<file path="src/include/mtx_pkg.sv">
package mtx_pkg;

  // ----------------------------------------------------------------------
  // Timing
  // ----------------------------------------------------------------------
  localparam int CLK_PERIOD_NS = 10;
  localparam int HB_WINDOW_NS  = 6400;
  localparam int HB_CYCLES     = HB_WINDOW_NS / CLK_PERIOD_NS;
  localparam int SLOT_NS       = 51200;
  localparam int SLOT_CYCLES   = SLOT_NS / CLK_PERIOD_NS;
  localparam int MAX_ATTEMPTS  = 16;
  localparam int PRIO_COLLS    = 3;
  localparam int PRIO_ADD      = 3;
  localparam int BACKOFF_CAP   = 10;

  // ----------------------------------------------------------------------
  // Register indices (byte address is four times the index)
  // ----------------------------------------------------------------------
  localparam logic [5:0] IDX_STATUS = 6'h04;
  localparam logic [5:0] IDX_NCOLL  = 6'h05;
  localparam logic [5:0] IDX_CFG    = 6'h0D;
  localparam logic [5:0] IDX_DCFG   = 6'h0E;
  localparam logic [5:0] IDX_CTRL   = 6'h10;

  // ----------------------------------------------------------------------
  // Fields and reset values
  // ----------------------------------------------------------------------
  localparam int CFG_CRC_INH = 0;
  localparam int CFG_LB_LO   = 1;
  localparam int CFG_LB_HI   = 2;
  localparam int CFG_ATD     = 3;
  localparam int CFG_PRIORITY_BACKOFF_ENABLE    = 4;
  localparam logic [7:0] CFG_MASK  = 8'h1F;
  localparam logic [7:0] CFG_RESET = 8'h00;
  localparam int ST_SENT = 0;
  localparam int ST_COL  = 2;
  localparam int ST_ABT  = 3;
  localparam int ST_CRS  = 4;
  localparam int ST_FU   = 5;
  localparam int ST_CDH  = 6;
  localparam int ST_OWC  = 7;
  localparam logic [7:0] STATUS_RESET = 8'h00;
  localparam int DCFG_LS = 3;
  localparam logic DCFG_LS_RESET = 1'b1;
  localparam int CTRL_START = 0;
  localparam int CTRL_BUSY  = 0;
  localparam int CTRL_EN    = 1;
  localparam int CTRL_PEND  = 2;
  localparam logic [5:0] HASH_TX_OFF = 6'h3E;
  localparam logic [5:0] HASH_TX_ON  = 6'h3F;
  localparam logic [15:0] LFSR_SEED  = 16'hACE1;

  typedef enum logic [1:0] {
    MTX_LB_NORMAL = 2'h0,
    MTX_LB_CORE   = 2'h1,
    MTX_LB_CODEC  = 2'h2,
    MTX_LB_EXT    = 2'h3
  } mtx_lb_t;

  typedef enum logic [3:0] {
    MTX_IDLE    = 4'h1,
    MTX_SEND    = 4'h2,
    MTX_BACKOFF = 4'h4,
    MTX_HEART   = 4'h8
  } mtx_state_t;

endpackage

</file>
<file path="src/verilog/mtx_top.sv">
// The implementer's own choice: register access over Wishbone.
`timescale 1ns/100ps
`default_nettype none
module mtx_top #(
  parameter int SLOT_CYCLES = mtx_pkg::SLOT_CYCLES,
  parameter int SLOT_W      = 16
) (
  input  wire logic        sys_clk,
  input  wire logic        rst_n,
  input  wire logic        wb_cyc_i,
  input  wire logic        wb_stb_i,
  input  wire logic        wb_we_i,
  input  wire logic [7:0]  wb_adr_i,
  input  wire logic [3:0]  wb_sel_i,
  input  wire logic [31:0] wb_dat_i,
  output logic      [31:0] wb_dat_o,
  output logic             wb_ack_o,
  input  wire logic        eng_done,
  input  wire logic        eng_collision,
  input  wire logic        eng_underrun,
  input  wire logic        carrier_sense,
  input  wire logic        cd_heartbeat,
  input  wire logic        mc_hash_valid,
  input  wire logic [5:0]  mc_hash_index,
  output logic             tx_attempt,
  output logic             tx_abort,
  output logic             crc_append,
  output logic      [1:0]  loop_mode,
  output logic             codec_loop_pin,
  output logic             loopback_active,
  output logic             tx_enabled
);

  typedef struct packed {
    mtx_pkg::mtx_state_t state;
    logic [7:0]          cfg;
    logic                loop_select_n;
    logic [7:0]          status;
    logic [4:0]          ncoll;
    logic [4:0]          attempts;
    logic                pending;
    logic                past_slot;
    logic [SLOT_W-1:0]   slot_cnt;
    logic                cd_seen;
    logic                tx_en;
    logic                ack;
    logic [31:0]         dat;
    logic                attempt;
    logic                abort;
    logic                crc_app;
    logic                codec_pin;
    logic                lb_active;
  } mtx_top_t;

  localparam logic [SLOT_W-1:0] SLOT_LAST = SLOT_W'(SLOT_CYCLES - 1);
  localparam logic [9:0] HB_LOAD = 10'(mtx_pkg::HB_CYCLES);
  localparam logic [4:0] ATT_MAX = 5'(mtx_pkg::MAX_ATTEMPTS);

  mtx_top_t   st_reg;
  mtx_top_t   st_next;
  logic       req;
  logic [5:0] idx;
  logic       slot_tick;
  logic       bo_load;
  logic       hb_load;
  logic       bo_zero;
  logic       hb_zero;
  logic [9:0] bo_slots;

  // ----------------------------------------------------------------------
  // Backoff draw and wait timers
  // ----------------------------------------------------------------------
  mtx_backoff u_backoff (
    .sys_clk  (sys_clk),
    .rst_n    (rst_n),
    .coll_num (st_reg.attempts),
    .prio_en  (st_reg.cfg[mtx_pkg::CFG_PRIORITY_BACKOFF_ENABLE]),
    .slots    (bo_slots)
  );

  mtx_timer #(.W(10)) u_bo_timer (
    .sys_clk  (sys_clk),
    .rst_n    (rst_n),
    .load     (bo_load),
    .load_val (bo_slots),
    .tick     (slot_tick),
    .zero     (bo_zero)
  );

  mtx_timer #(.W(10)) u_hb_timer (
    .sys_clk  (sys_clk),
    .rst_n    (rst_n),
    .load     (hb_load),
    .load_val (HB_LOAD),
    .tick     (1'b1),
    .zero     (hb_zero)
  );

  assign req       = wb_cyc_i && wb_stb_i && !st_reg.ack;
  assign idx       = wb_adr_i[7:2];
  assign slot_tick = (st_reg.slot_cnt == SLOT_LAST);

  // ----------------------------------------------------------------------
  // Next state
  // ----------------------------------------------------------------------
  always_comb
  begin
    st_next         = st_reg;
    st_next.attempt = 1'b0;
    st_next.abort   = 1'b0;
    st_next.ack     = req;
    bo_load         = 1'b0;
    hb_load         = 1'b0;

    // Slot divider, restarted at each attempt and each backoff.
    if (slot_tick)
    begin
      st_next.slot_cnt = '0;
    end
    else
    begin
      st_next.slot_cnt = st_reg.slot_cnt + SLOT_W'(1);
    end

    // Register reads; write-only and unmapped words read as zero.
    st_next.dat = 32'h0000_0000;
    if (req && !wb_we_i)
    begin
      if (idx == mtx_pkg::IDX_STATUS)
      begin
        st_next.dat[7:0] = st_reg.status;
      end
      else if (idx == mtx_pkg::IDX_NCOLL)
      begin
        st_next.dat[4:0] = st_reg.ncoll;
      end
      else if (idx == mtx_pkg::IDX_DCFG)
      begin
        st_next.dat[mtx_pkg::DCFG_LS] = st_reg.loop_select_n;
      end
      else if (idx == mtx_pkg::IDX_CTRL)
      begin
        st_next.dat[mtx_pkg::CTRL_BUSY] =
          (st_reg.state != mtx_pkg::MTX_IDLE);
        st_next.dat[mtx_pkg::CTRL_EN]   = st_reg.tx_en;
        st_next.dat[mtx_pkg::CTRL_PEND] = st_reg.pending;
      end
    end

    // Register writes through the low byte lane.
    if (req && wb_we_i && wb_sel_i[0])
    begin
      if (idx == mtx_pkg::IDX_CFG)
      begin
        st_next.cfg = wb_dat_i[7:0] & mtx_pkg::CFG_MASK;
      end
      else if (idx == mtx_pkg::IDX_DCFG)
      begin
        st_next.loop_select_n = wb_dat_i[mtx_pkg::DCFG_LS];
      end
      else if (idx == mtx_pkg::IDX_CTRL)
      begin
        if (wb_dat_i[mtx_pkg::CTRL_START] && !st_reg.pending
            && (st_reg.state == mtx_pkg::MTX_IDLE))
        begin
          st_next.pending = 1'b1;
          st_next.status  = 8'h00;
          st_next.ncoll   = 5'h00;
        end
      end
    end

    // Special multicast packets gate the transmitter.
    if (mc_hash_valid && st_next.cfg[mtx_pkg::CFG_ATD])
    begin
      if (mc_hash_index == mtx_pkg::HASH_TX_OFF)
      begin
        st_next.tx_en = 1'b0;
      end
      else if (mc_hash_index == mtx_pkg::HASH_TX_ON)
      begin
        st_next.tx_en = 1'b1;
      end
    end
    if (!st_next.cfg[mtx_pkg::CFG_ATD])
    begin
      st_next.tx_en = 1'b1;
    end

    case (st_reg.state)
      mtx_pkg::MTX_IDLE:
      begin
        if (st_reg.pending && st_reg.tx_en)
        begin
          st_next.pending   = 1'b0;
          st_next.attempt   = 1'b1;
          st_next.attempts  = 5'h01;
          st_next.slot_cnt  = '0;
          st_next.past_slot = 1'b0;
          st_next.state     = mtx_pkg::MTX_SEND;
        end
      end
      mtx_pkg::MTX_SEND:
      begin
        if (slot_tick)
        begin
          st_next.past_slot = 1'b1;
        end
        if (!carrier_sense)
        begin
          st_next.status[mtx_pkg::ST_CRS] = 1'b1;
        end
        if (eng_underrun)
        begin
          st_next.status[mtx_pkg::ST_FU] = 1'b1;
          st_next.abort = 1'b1;
          st_next.state = mtx_pkg::MTX_IDLE;
        end
        else if (eng_collision)
        begin
          st_next.status[mtx_pkg::ST_COL] = 1'b1;
          if (st_reg.ncoll != 5'h1F)
          begin
            st_next.ncoll = st_reg.ncoll + 5'h01;
          end
          if (st_reg.past_slot)
          begin
            st_next.status[mtx_pkg::ST_OWC] = 1'b1;
          end
          if (st_reg.attempts == ATT_MAX)
          begin
            st_next.status[mtx_pkg::ST_ABT] = 1'b1;
            st_next.abort = 1'b1;
            st_next.state = mtx_pkg::MTX_IDLE;
          end
          else
          begin
            bo_load          = 1'b1;
            st_next.slot_cnt = '0;
            st_next.state    = mtx_pkg::MTX_BACKOFF;
          end
        end
        else if (eng_done)
        begin
          st_next.status[mtx_pkg::ST_SENT] = 1'b1;
          hb_load         = 1'b1;
          st_next.cd_seen = 1'b0;
          st_next.state   = mtx_pkg::MTX_HEART;
        end
      end
      mtx_pkg::MTX_BACKOFF:
      begin
        if (bo_zero)
        begin
          st_next.attempt   = 1'b1;
          st_next.attempts  = st_reg.attempts + 5'h01;
          st_next.slot_cnt  = '0;
          st_next.past_slot = 1'b0;
          st_next.state     = mtx_pkg::MTX_SEND;
        end
      end
      mtx_pkg::MTX_HEART:
      begin
        if (cd_heartbeat)
        begin
          st_next.cd_seen = 1'b1;
        end
        if (hb_zero)
        begin
          if (!st_reg.cd_seen && !cd_heartbeat)
          begin
            st_next.status[mtx_pkg::ST_CDH] = 1'b1;
          end
          st_next.state = mtx_pkg::MTX_IDLE;
        end
      end
      default:
      begin
        st_next.state = mtx_pkg::MTX_IDLE;
      end
    endcase

    // Reserved status bit is held at zero.
    st_next.status[1] = 1'b0;

    // Configuration decoded into registered controls.
    st_next.crc_app   = !st_next.cfg[mtx_pkg::CFG_CRC_INH];
    st_next.codec_pin = (st_next.cfg[mtx_pkg::CFG_LB_HI:mtx_pkg::CFG_LB_LO]
                         == mtx_pkg::MTX_LB_CODEC);
    st_next.lb_active = !st_next.loop_select_n;
  end

  // ----------------------------------------------------------------------
  // State register
  // ----------------------------------------------------------------------
  always_ff @(posedge sys_clk or negedge rst_n)
  begin
    if (!rst_n)
    begin
      st_reg               <= '0;
      st_reg.state         <= mtx_pkg::MTX_IDLE;
      st_reg.cfg           <= mtx_pkg::CFG_RESET;
      st_reg.status        <= mtx_pkg::STATUS_RESET;
      st_reg.loop_select_n <= mtx_pkg::DCFG_LS_RESET;
      st_reg.tx_en         <= 1'b1;
      st_reg.crc_app       <= 1'b1;
    end
    else
    begin
      st_reg <= st_next;
    end
  end

  // ----------------------------------------------------------------------
  // Outputs
  // ----------------------------------------------------------------------
  assign wb_dat_o        = st_reg.dat;
  assign wb_ack_o        = st_reg.ack;
  assign tx_attempt      = st_reg.attempt;
  assign tx_abort        = st_reg.abort;
  assign crc_append      = st_reg.crc_app;
  assign loop_mode       = st_reg.cfg[mtx_pkg::CFG_LB_HI:mtx_pkg::CFG_LB_LO];
  assign codec_loop_pin  = st_reg.codec_pin;
  assign loopback_active = st_reg.lb_active;
  assign tx_enabled      = st_reg.tx_en;

endmodule
`default_nettype wire

</file>
<file path="src/verilog/mtx_timer.sv">
`timescale 1ns/100ps
`default_nettype none
module mtx_timer #(
  parameter int W = 10
) (
  input  wire logic         sys_clk,
  input  wire logic         rst_n,
  input  wire logic         load,
  input  wire logic [W-1:0] load_val,
  input  wire logic         tick,
  output logic              zero
);

  typedef struct packed {
    logic [W-1:0] cnt;
  } mtx_tmr_t;

  mtx_tmr_t tmr_reg;
  mtx_tmr_t tmr_next;

  // ----------------------------------------------------------------------
  // Down counter
  // ----------------------------------------------------------------------
  always_comb
  begin
    tmr_next = tmr_reg;
    if (load)
    begin
      tmr_next.cnt = load_val;
    end
    else if (tick && (tmr_reg.cnt != '0))
    begin
      tmr_next.cnt = tmr_reg.cnt - W'(1);
    end
  end

  always_ff @(posedge sys_clk or negedge rst_n)
  begin
    if (!rst_n)
    begin
      tmr_reg <= '0;
    end
    else
    begin
      tmr_reg <= tmr_next;
    end
  end

  assign zero = (tmr_reg.cnt == '0);

endmodule
`default_nettype wire

</file>
<file path="src/verilog/mtx_backoff.sv">
`timescale 1ns/100ps
`default_nettype none
module mtx_backoff (
  input  wire logic       sys_clk,
  input  wire logic       rst_n,
  input  wire logic [4:0] coll_num,
  input  wire logic       prio_en,
  output logic      [9:0] slots
);

  typedef struct packed {
    logic [15:0] lfsr;
  } mtx_bo_t;

  mtx_bo_t bo_reg;
  mtx_bo_t bo_next;
  int      expo;
  logic [9:0] mask;

  // ----------------------------------------------------------------------
  // Free running random source
  // ----------------------------------------------------------------------
  always_comb
  begin
    bo_next = bo_reg;
    bo_next.lfsr = {bo_reg.lfsr[14:0],
                    bo_reg.lfsr[15] ^ bo_reg.lfsr[13]
                    ^ bo_reg.lfsr[12] ^ bo_reg.lfsr[10]};
  end

  always_ff @(posedge sys_clk or negedge rst_n)
  begin
    if (!rst_n)
    begin
      bo_reg <= '{lfsr: mtx_pkg::LFSR_SEED};
    end
    else
    begin
      bo_reg <= bo_next;
    end
  end

  // ----------------------------------------------------------------------
  // Range of the draw
  // ----------------------------------------------------------------------
  always_comb
  begin
    expo = int'(coll_num);
    if (prio_en && (expo <= mtx_pkg::PRIO_COLLS))
    begin
      expo = expo + mtx_pkg::PRIO_ADD;
    end
    if (expo > mtx_pkg::BACKOFF_CAP)
    begin
      expo = mtx_pkg::BACKOFF_CAP;
    end
    for (int i = 0; i < 10; i++)
    begin
      mask[i] = (i < expo);
    end
    slots = bo_reg.lfsr[9:0] & mask;
  end

endmodule
`default_nettype wire

</file>
<file path="config.mk">
export PLATFORM = sky130hd
export DESIGN_NAME = mtx_top
export DESIGN_NICKNAME = d
export VERILOG_FILES = /design/src/include/mtx_pkg.sv /design/src/verilog/mtx_top.sv /design/src/verilog/mtx_timer.sv /design/src/verilog/mtx_backoff.sv
export SDC_FILE = /design/constraint.sdc
export NUM_CORES = 1
export LEC_CHECK = 0
export ABC_AREA = 1
export BUFFER_PORTS_ARGS = -buffer_cell sky130_fd_sc_hd__buf_2
export CAP_MARGIN = 20
export CORE_ASPECT_RATIO = 1.25
export CORE_UTILIZATION = 35
export CTS_BUF_LIST = sky130_fd_sc_hd__clkbuf_8 sky130_fd_sc_hd__clkbuf_16
export DETAILED_ROUTE_END_ITERATION = 8
export PLACE_DENSITY = 0.6
export SYNTH_ARGS = -nofsm -noshare
export SYNTH_HDL_FRONTEND = slang
export SYNTH_SLANG_ARGS = --single-unit
</file>
<file path="constraint.sdc">
create_clock -name sys_clk -period 2.2 [get_ports sys_clk]
set_input_delay 0.55 -clock sys_clk [delete_from_list [all_inputs] [get_ports sys_clk]]
set_output_delay 0.55 -clock sys_clk [all_outputs]
set_load 0.05 [all_outputs]
</file>
== Word level (Yosys, flattened, before mapping) ==
Index checks and enable logic that the tools add are counted.

* Register bits after elaboration: 97
* Bits of input ports: 61
* Output and inout port bits: 41
* Logic and storage cells: 192

* $add $sub $neg: 6
* Magnitude comparators: 12
* Eq/ne operators: 27
* Mux-type cells: 87
* Bitwise operators: 4
* Reduce and logical (&&, ||, !) cells: 34

{| class="wikitable"
|+ Operators with widths
! kind !! count
|-
| less-than comparator 4 x 32 -> 1 bit, first input constant || 4
|-
| less-than comparator 3 x 32 -> 1 bit, first input constant || 2
|-
| less-than comparator 5 x 32 -> 1 bit, first input constant || 2
|-
| one-hot mux 17 bit (3 select lines) || 1
|-
| two-way mux 16 bit || 3
|-
| two-way mux 1 bit || 43
|-
| two-way mux 10 bit || 4
|-
| two-way mux 13 bit || 3
|-
| two-way mux 4 bit || 9
|-
| two-way mux 17 bit || 2
|-
| > comparator 32 x 5 -> 1 bit, second input constant || 1
|-
| less-than comparator 1 x 32 -> 1 bit, first input constant || 1
|-
| less-than comparator 2 x 32 -> 1 bit, first input constant || 1
|-
| two-way mux 32 bit || 1
|-
| two-way mux 23 bit || 1
|-
| zero test 10 bit || 2
|-
| two-way mux 5 bit || 4
|-
| nonzero test 10 bit || 2
|-
| subtractor 10 x 1 -> 10 bit, second input constant || 2
|-
| two-way mux 18 bit || 1
|-
| two-way mux 6 bit || 3
|-
| adder 16 x 1 -> 16 bit, second input constant || 1
|-
| equality test 16 x 13 -> 1 bit, second input constant || 1
|-
| one-hot mux 4 bit (4 select lines) || 1
|-
| other kinds (35) || 75
|}

== Logic depth before layout (Yosys ltp) ==
Gate-level depths: netlist of the first run.

* Depth after elaboration: 12
* Gate-level depth with buffers: 12
* Gate-level depth less buffers: 12

== Hierarchy ==
Synthesis of the first run repeated with hierarchy kept, for this count alone.

* Cells, all modules: 735
* Area total of the unflattened synthesis: 5661.7 um^2

{| class="wikitable"
|+ By module, submodules not included
! module !! instances !! cells each !! area each (um^2) !! seq. area each (um^2)
|-
| mtx_top || 1 || 424 || 3365.7 || 1531.5
|-
| mtx_timer || 2 || 118 || 758.2 || 250.2
|-
| mtx_backoff || 1 || 75 || 779.5 || 410.4
|}

== Least setup slack after synthesis of the first run ==
Ideal clock, no wire load.

* Kind: reg-to-reg
* Start: reg u_bo_timer.tmr_reg[0] (netlist bit)
* End: reg st_reg[51] (netlist bit)
* Setup time: 120 ps
* Arrival: 1494 ps
* Required time: 2080 ps
* Path slack: 586 ps
* Cell stages (with the launch flop): 12
* Buffers on the path: 0
* Clock period less this slack: 1614 ps
* Cells stage by stage: dfrtp_1 -> inv_1 -> ha_1 -> nand3_2 -> nor2_1 -> nand3_2 -> nand2_2 -> nand2_2 -> nor2_4 -> nor2_4 -> inv_2 -> nor2_1

{| class="wikitable"
|+ RTL lines
! element !! RTL line !! text
|-
| from (decl) || mtx_timer.sv:18 || <nowiki>mtx_tmr_t tmr_reg;</nowiki>
|-
| from (signal assigned) || mtx_timer.sv:45 || <nowiki>tmr_reg <= tmr_next;</nowiki>
|-
| to (signal assigned) || mtx_top.sv:310 || <nowiki>st_reg <= st_next;</nowiki>
|-
| to (decl) || mtx_top.sv:59 || <nowiki>mtx_top_t st_reg;</nowiki>
|}

==> results of run 1 <==
-- metal layers --
| metal | routed length (um) | part of all wire |
|---|---|---|
| met1 | 4260 | 0.43 |
| met2 | 5070 | 0.52 |
| met3 | 299 | 0.031 |
| met4 | 163 | 0.017 |
| met5 | 0 | 0 |
-- critical path, delay by kind of cell (launching register included) --
family / cells / cell delay (ns)
and+or+nand+nor: 8 / 0.93
adders and majority gates: 1 / 0.24
DFF: 1 / 0.37
buffers and inverters: 2 / 0.25
-- per-stage QoR --
step	utilization	hold slack, ns
2_1_floorplan	-	0.254
3_3_place_gp	0.376	0.339
3_5_place_dp	0.376	0.338
4_1_cts	0.399	0.281
5_1_grt	0.399	0.304
6_report	0.399	0.228
-- Yosys cell counts (3+ instances only) --
cell | n | area (um2)
a21oi_1 | 10 | 50.1
a21oi_2 | 5 | 43.8
a31oi_1 | 4 | 25.0
buf_4 | 34 | 255
dfrtp_1 | 85 | 2130
dfstp_2 | 12 | 315
ha_1 | 8 | 100
inv_1 | 84 | 315
inv_2 | 6 | 22.5
mux2_2 | 3 | 33.8
nand2_1 | 130 | 488
nand2_4 | 5 | 56.3
nand3_1 | 42 | 210
nand3_2 | 4 | 40.0
nand4_1 | 10 | 62.6
nor2_1 | 69 | 259
nor2_2 | 9 | 56.3
nor3_1 | 4 | 20.0
nor3_2 | 6 | 60.1
o21ai_0 | 30 | 150
o21ai_1 | 4 | 20.0
o22ai_1 | 3 | 18.8
xnor2_1 | 3 | 26.3
xor2_1 | 15 | 131
-- logic make-up (layout without fill, tap and decap cells) --
kind of cell / after synthesis / after routing / synth area share
xor+xnor: 18 / 18 / 0.0308
fa+ha+maj: 8 / 8 / 0.0195
simple gates: 291 / 291 / 0.268
mux: 4 / 4 / 0.00855
flops: 97 / 97 / 0.477
compound gates: 64 / 64 / 0.0721
buf+inv: 129 / 154 / 0.123
other cells: 1 / 24 / 0.000732
-- layout make-up --
type | instances | area [um2] | area share
well taps | 178 | 223 | 0.0389
flip-flops and latches | 97 | 2440 | 0.427
inverters | 91 | 343 | 0.0599
clock buffers | 10 | 239 | 0.0417
repair buffers | 47 | 255 | 0.0446
multi-input cells | 409 | 2130 | 0.373
clock inverters | 6 | 90.1 | 0.0157
-- power by group --
part           internal [mW]  switching, mW  leakage (nW)
clock                   1.03          0.675         0.159
combinational          0.489          0.985          1.51
sequential              2.09          0.248          1.23
total                   3.61           1.91          2.89
-- worst min path at each step --
stage | cells after the start | slack (ns) | startpoint | to
finish | 2 | 0.23 | rst_n | u_hb_timer.tmr_reg[2]
global placement | 0 | 0.34 | u_backoff.bo_reg[14] | u_backoff.bo_reg[15]
floorplan | 0 | 0.25 | rst_n | codec_loop_pin
global route | 2 | 0.30 | rst_n | st_reg[42]
detailed placement | 0 | 0.34 | u_backoff.bo_reg[14] | u_backoff.bo_reg[15]
CTS | 2 | 0.28 | rst_n | st_reg[42]
==> out/results.ini, run 1 <==
[status]
outcome=complete, no violations

[cells_and_area]
finalNetCount=724
drive_gt1_frac=0.185
syn_to_final_growth_pct=11.8
n_antenna_cell=0
fillers=1468
final_cell_mix=130 x nand2_1, 85 x dfrtp_1, 84 x inv_1
largest_reg_flops=44
design_area_um2=5730
final_cells=838
layout_commonest_cell=nand2_1

[power_and_ir_drop]
static-leakage-power_nw=2.89
finalPower_mw=5.52
cellPowerDensity_nw_per_um2=964
peakVddDrop_mv=0.452

[flow_run]
max_cap_violations=0

[grt]
grt_use_met2=0.272
grt_max_degree=98
grt_pass1_wl_um=17400
grtUsageTotal=0.147
first_global_vias=4018
grt_overflow_total=0
use_met3=0.0246
antenna_found_initial=0
grt-busiest-layer=met2
met1_usage=0.165

[yosys]
synthesis.area_um2=5120
syn_avg_cell_area_um2=8.37
synthCells=612
synth-seq-area-share=0.477
synth_edf_count=0
ys_ff_latch=97
synth_cell_types=44
synth_ff_type=dfrtp_1
ys_warn_count=0
async_flop_share=1.00

[clocking]
post_cts_buffers=0
cts_buffers=9
root_buffer=clkbuf_16
cts_hold_buf=0
htree_levels=3
cts_max_path_buffers=2
clk-insertion-delay-late_ns=0.34
clkTransAtPathRegs_ns=0.07
clkSinkCount=97
cts_tree=yes
ctsResizeCount=0

[setup_path]
r2r_end=st_reg[51]
cp-end-kind=flip-flop
crit_required_ns=2.42
r2r-start=u_bo_timer.tmr_reg[0]
critPathSlowestCell=dfrtp_1
cp-start-kind=flip-flop
critPathKind=flip-flop to flip-flop
rrSetupSlack_ns=0.31
critical-path-max-stage-delay_ns=0.37
crit_chain=inv_1, ha_1, nand3_2, nor2_1, nand3_2, nand2_2, nand2_2, nor2_4, nor2_4, inv_2, nor2_1
arrival_ns=2.11
endpoint=st_reg[51]
cp_max_fo=8
crit_start=u_bo_timer.tmr_reg[0]
r2r_cells=11

[drt]
wl_per_cell_um=11.7
drcViolationCount=0
vias=3892
first_pass_iters=4
routed_wl_um=9800
ant_nets=0
drt_iter0_drc=176
routed_via_density=4.64

[floorplanning]
die_height_um=137
die-area_um2=15100
start_util=0.357
die_w_um=110
rows=49
pin_count=102
core_area_um2=14300

[placed_design]
place_congestion=0.848
placed_cell_area_um2=5400
dp_hpwl_um=7240
numPortBuffers=45
dp.cells=822
place_ws_ns=0.297

[sta]
grt_setup_unrepaired=no
slew_headroom=0.643
final.setup.worst_slack_ns=0.309
fin_tns_setup_ns=0
finalHoldViolCount=0
post-route-min-period_ns=1.89
finalCritPeriodShare=0.860
finalClockSkew_ns=0.00975
maxSlewViolCount=0
finalSetupViolations=0
worst_pin_slew_ns=0.535
fmax_mhz=529

[worst_hold_path]
hold_path_class=input pin to async pin

No activity file was read; power rests on OpenSTA's default activity.
==> inputs of run 2 (changes only) <==
ABC_AREA = 0   (was 1)
==> run 2 against run 1 <==
Hold slack worse by 0.069 ns. Clock skew down 0.0026 ns. Cell count down 16%. Maximum frequency down 13%. Die area down 7.1%. Combinational power down 44%. Total power down 18%. Via count down 10%. Cell area down 0.70%. Critical path type unchanged. Largest cell class unchanged. Highest routed layer unchanged.
==> out/results.ini, run 2 <==
[status]
outcome=complete, no violations

[setup_path]
critPathKind=flip-flop to flip-flop
cp-end-kind=flip-flop
cp-start-kind=flip-flop
cp_max_fo=7  ; -1
crit_required_ns=2.46  ; +0.04 ns
arrival_ns=2.42  ; +0.31 ns

[floorplanning]
die_height_um=132  ; -3.6%
start_util=0.359  ; +0.00209
core_area_um2=13200  ; -7.8%
die-area_um2=14000  ; -7.1%
rows=47  ; -4.1%
die_w_um=106  ; -3.6%
pin_count=102  ; unchanged

[cells_and_area]
layout_commonest_cell=dfrtp_1
largest_reg_flops=44  ; unchanged
drive_gt1_frac=0.258  ; +0.0736
multi_input_area_um2=2090  ; -2.1%
finalNetCount=598  ; -17%
final_cells=705  ; -16%
final_core_util=0.430  ; +0.0306
syn_to_final_growth_pct=19.7
final_cell_mix=85 x dfrtp_1, 44 x buf_2, 43 x nor2_1
n_antenna_cell=0  ; unchanged
fillers=1288  ; -12%
seq_area_um2=2440  ; unchanged

[yosys]
synthTopCellsByArea=dfrtp_1 45%, dfstp_2 6.6%, buf_4 5.4%
synthesis.area_um2=4750  ; -7.2%
synth_adder_area_share=0.0211  ; +0.00152
async_flop_share=1.00  ; unchanged
synth_edf_count=0  ; unchanged
yosys.area.top_type=dfrtp_1
synth_top_family_by_area=simple AND/OR/NAND/NOR gates
synthCells=451  ; -26%
synth_compound_area_frac=0.0895  ; +0.0175
synth_cell_types=59  ; +34%
ys_ff_latch=97  ; unchanged
yosysTopAreaCellShare=0.448  ; +0.0324
synth-simple-area-share=0.215  ; -0.0531
syn_avg_cell_area_um2=10.5  ; +26%
synthXorXnorAreaFrac=0.0553  ; +0.0245
synthMuxAreaShare=0.0311  ; +0.0225
yosys-top-cells-count=85 x dfrtp_1, 43 x nor2_1, 34 x buf_4, 31 x nand2_1, 18 x xnor2_1
ys_warn_count=0  ; unchanged
yosysMostFrequentCell=dfrtp_1
synth_ff_type=dfrtp_1
synth-seq-area-share=0.514  ; +0.0372

[sta]
finalSetupViolations=0  ; unchanged
post-route-min-period_ns=2.17  ; +0.274 ns
finalClockSkew_ns=0.00716  ; -0.00259 ns
fmax_mhz=462  ; -13%
fin_tns_setup_ns=0  ; unchanged
finalHoldViolCount=0  ; unchanged
maxSlewViolCount=0  ; unchanged
slew_headroom=0.639  ; -0.00371
grt_setup_unrepaired=yes
finalCritPeriodShare=0.984  ; +0.125
worst_pin_slew_ns=0.533  ; -0.00195 ns
holdWs_ns=0.159  ; -0.0691 ns

[drt]
routed_via_density=4.95  ; +6.7%
drcViolationCount=0  ; unchanged
first_pass_iters=6  ; +2
ant_nets=0  ; unchanged
wl_per_cell_um=13.9  ; +19%
routed_wl_um=9770  ; -0.29%
vias=3493  ; -10%
drt_iter0_drc=171  ; -2.8%

[power_and_ir_drop]
p_comb_frac=0.183  ; -0.084
seq_power_share=0.463  ; +0.039
static-leakage-power_nw=2.58  ; -11%
cell_internal_pwr_mw=3.23  ; -11%
peakVddDrop_mv=0.355  ; -21%
swShare=0.285  ; -0.0613
clkPwrFrac=0.354  ; +0.045
cellPowerDensity_nw_per_um2=794  ; -18%
switchingPower_mw=1.28  ; -33%

[flow_run]
max_cap_violations=0  ; unchanged

[grt]
grt_overflow_total=0  ; unchanged
grtUsageTotal=0.151  ; +0.00409
grt_max_degree=36  ; -63%
antenna_found_initial=0  ; unchanged
grt_pass1_wl_um=16800  ; -3.3%
first_global_vias=3536  ; -12%

[clocking]
cts_buffers=9  ; unchanged
cts_tree=yes
clk-insertion-delay-late_ns=0.34  ; about the same
clkSinkCount=97  ; unchanged
clkTransAtPathRegs_ns=0.06  ; about the same
root_buffer=clkbuf_16
cts_max_path_buffers=2  ; unchanged
htree_levels=3  ; unchanged

[placed_design]
dp_hpwl_um=7170  ; -0.98%
place_congestion=0.813  ; -4.2%
numPortBuffers=45  ; unchanged
dp.cells=685  ; -17%

[worst_hold_path]
hold_path_class=input pin to async pin

[run 2: cell count changes after synthesis, sizes merged, moves of 10 or more]
cell   change
nand3     -29
inv       -74
nand2    -106
nor2      -38
o21ai     -21
nor2b     +10
xnor2     +15
[run 2: layer usage]
layer	track usage	up-vias	wire length (um)
met4	0.0679	0	212
met1	0.185	1711	4300
met5	0	-	0
met3	0.0351	15	313
li1	-	1705	-
met2	0.252	62	4940
[run 2: what timing repair did]
action / in CTS / in global routing
setup endpoints to repair: 2 / 23
hold buffers: 0 / 0
setup buffers: 3 / 2
resized for setup: 0 / 8
pin swaps: 3 / 4
[run 2: worst paths after layout]
check	startpoint	endpoint	slack (ns)	cells past startpoint
min in group sys_clk	u_backoff.bo_reg[14]	u_backoff.bo_reg[15]	0.35	0
worst min-delay path	rst_n	u_backoff.bo_reg[14]	0.16	1
max in group asynchronous	rst_n	tx_enabled	1.45	2
worst min register to register	u_backoff.bo_reg[14]	u_backoff.bo_reg[15]	0.35	0
worst max-delay path	st_reg[51]	u_bo_timer.tmr_reg[5]	0.03	6
worst max register to register	st_reg[51]	u_bo_timer.tmr_reg[5]	0.03	6
[run 2: worst max-delay path, cell delays in order (launching register included)]
cell,delay (ns)
dfrtp_1,0.40
or4_4,0.53
nor4_4,0.21
buf_4,0.18
nand4_4,0.12
or4b_1,0.48
a31oi_1,0.17
[run 2: final cells by class]
class	instances	area share
clock buffers	11	0.0445
clock inverters	5	0.00968
repair buffers	86	0.101
well taps	171	0.0376
inverters	16	0.0106
flip-flops and latches	97	0.430
multi-input cells	319	0.367
[run 2: cells by family after synthesis]
group,Yosys count
adder cells (fa/ha/maj),8
XOR/XNOR,30
flip-flops,97
AND/OR/NAND/NOR,180
AO/OA/AOI/OAI,63
other,1
multiplexers,14
buffers and inverters,58
[run 2: power groups by stage]
stage	sequential, mW	clock [mW]	combinational, mW
after floorplan	2.11	0	0.587
after global placement	2.11	0	0.806
after detailed placement	2.12	0	0.830
after CTS	2.09	1.64	0.835
after global routing	2.12	1.72	0.927
final	2.09	1.60	0.824
[run 2: metrics by stage]
step           setup slack (ns)  total power [mW]  instance area (um2)
5_1_grt                 -0.0512              4.76                 5690
6_report                 0.0343              4.51                 5690
4_1_cts                  0.0113              4.57                 5640
2_1_floorplan           0.00280              2.70                 4840
3_3_place_gp             0.0199              2.92                 5310
3_5_place_dp            -0.0194              2.95                 5310
==> inputs of run 3 (changes only) <==
CORE_ASPECT_RATIO = 1.4   (was 1.25)
==> run 3 against run 2 <==
Maximum frequency is 2.2% higher. Clock power is 5% higher. Count of clock-buffer cells in the layout is 2 lower. Highest routed layer unchanged.
==> out/results.ini, run 3 (synthesis gave the netlist of run 2 again) <==
[cells_and_area]
final_cells=714  ; +1.3%
largest_reg_flops=44  ; unchanged
syn_to_final_growth_pct=19.0
layout_commonest_cell=dfrtp_1
n_antenna_cell=0  ; unchanged
design_area_um2=5650  ; -0.57%
fillers=1274  ; -1.1%
drive_gt1_frac=0.246  ; -0.0122
finalNetCount=596  ; -0.33%
final_cell_mix=85 x dfrtp_1, 44 x buf_2, 43 x nor2_1

[floorplanning]
pin_count=102  ; unchanged
rows=50  ; +6.4%
die_w_um=100  ; -5.4%
start_util=0.357  ; -0.00253
die_height_um=140  ; +5.7%
die-area_um2=14100  ; about the same
core_area_um2=13300  ; +0.71%

[clocking]
clkSinkCount=97  ; unchanged
htree_levels=3  ; unchanged
cts_tree=yes
root_buffer=clkbuf_16
cts_buffers=9  ; unchanged
clk-insertion-delay-late_ns=0.34  ; about the same
cts_hold_buf=0  ; unchanged
clkTransAtPathRegs_ns=0.07  ; about the same
cts_max_path_buffers=2  ; unchanged

[power_and_ir_drop]
cellPowerDensity_nw_per_um2=814  ; +2.5%
finalPower_mw=4.60  ; +1.9%
peakVddDrop_mv=0.357  ; +0.46%
static-leakage-power_nw=2.56  ; -0.77%

[status]
outcome=complete, no violations

[drt]
drt_iter0_drc=172  ; +0.58%
vias=3520  ; +0.77%
routed_via_density=4.93  ; -0.50%
drcViolationCount=0  ; unchanged
wl_per_cell_um=13.8  ; -0.29%
first_pass_iters=6  ; unchanged
ant_nets=0  ; unchanged
routed_wl_um=9860  ; +0.98%

[flow_run]
max_cap_violations=0  ; unchanged

[setup_path]
crit_required_ns=2.46  ; about the same
cp-start-kind=flip-flop
arrival_ns=2.37  ; -0.05 ns
critPathKind=flip-flop to flip-flop
cp_max_fo=8  ; +1
r2r_cells=6  ; unchanged
cp-end-kind=flip-flop

[grt]
grt_pass1_wl_um=16500  ; -2.2%
grt_max_degree=50  ; +39%
grt_overflow_total=0  ; unchanged
antenna_found_initial=0  ; unchanged
first_global_vias=3443  ; -2.6%
grtUsageTotal=0.151  ; about the same

[sta]
worst_pin_slew_ns=0.513  ; -0.0201 ns
finalClockSkew_ns=0.00779  ; +0.000625 ns
finalSetupViolations=0  ; unchanged
post-route-min-period_ns=2.12  ; -0.0474 ns
finalCritPeriodShare=0.963  ; -0.0216
fin_tns_setup_ns=0  ; unchanged
grt_setup_unrepaired=no
maxSlewViolCount=0  ; unchanged
slew_headroom=0.653  ; +0.0136
final.setup.worst_slack_ns=0.0817  ; +0.0474 ns
fmax_mhz=472  ; +2.2%
finalHoldViolCount=0  ; unchanged

[worst_hold_path]
hold_path_class=input pin to async pin

[placed_design]
dp.cells=696  ; +1.6%
place_congestion=0.816  ; +0.37%
dp_hpwl_um=7240  ; +1.0%
numPortBuffers=45  ; unchanged
placed_cell_area_um2=5310  ; about the same
place_ws_ns=-0.0123  ; +0.00705 ns

[run 3: changes by cell type in the layout (fill, tap and decap cells not counted), sizes merged]
cell	previous run	this run
buf	86	84
bufinv	1	2
clkbuf	11	9
clkinv	2	1
inv	17	19
[run 3: layout make-up]
cell class              instances  area [um2]  area share
clock buffers                   9         225      0.0398
well taps                     182         228      0.0403
multi-input cells             319        2060       0.364
clock inverters                 7        93.8      0.0166
repair buffers                 84         546      0.0965
inverters                      16        60.1      0.0106
flip-flops and latches         97        2440       0.432
[run 3: worst max-delay path, cell delays in order, from the launching register on]
cell	delay, ns
dfrtp_1	0.38
or4_4	0.55
nor4_4	0.14
buf_4	0.17
nand4_4	0.12
or4b_1	0.53
a31oi_1	0.15
[run 3: what timing repair did]
action                                  in CTS  in global routing
pin swaps                                    0                  2
resized for setup                            0                  2
setup buffers                                1                  1
endpoints found under the setup margin       1                 17
[run 3: metrics by stage]
step	util	hold WS (ns)
after floorplan	-	0.254
after global placement	0.398	0.340
after detailed placement	0.398	0.343
after CTS	0.423	0.128
after global routing	0.424	0.145
final	0.424	0.125
[run 3: final timing paths]
| path | start | to | slack, ns |
|---|---|---|---|
| setup / recovery | st_reg[50] | u_bo_timer.tmr_reg[5] | 0.08 |
| min in group sys_clk | u_backoff.bo_reg[14] | u_backoff.bo_reg[15] | 0.35 |
| max in group asynchronous | rst_n | st_reg[85] | 1.41 |
| hold reg to reg | u_backoff.bo_reg[14] | u_backoff.bo_reg[15] | 0.35 |
| hold / removal | rst_n | u_backoff.bo_reg[14] | 0.13 |
| setup reg to reg | st_reg[50] | u_bo_timer.tmr_reg[5] | 0.08 |
[run 3: power by group]
part	total, mW	switching, mW	leakage (nW)	internal, mW
registers	2.09	0.139	1.22	1.95
logic	0.831	0.488	1.18	0.343
clock network	1.68	0.679	0.158	0.998
total	4.60	1.31	2.56	3.29
[run 3: layer usage]
| layer | global-route usage | share of wire |
|---|---|---|
| met5 | 0 | 0 |
| met1 | 0.179 | 0.43 |
| met2 | 0.256 | 0.52 |
| met3 | 0.0407 | 0.033 |
| met4 | 0.0610 | 0.021 |
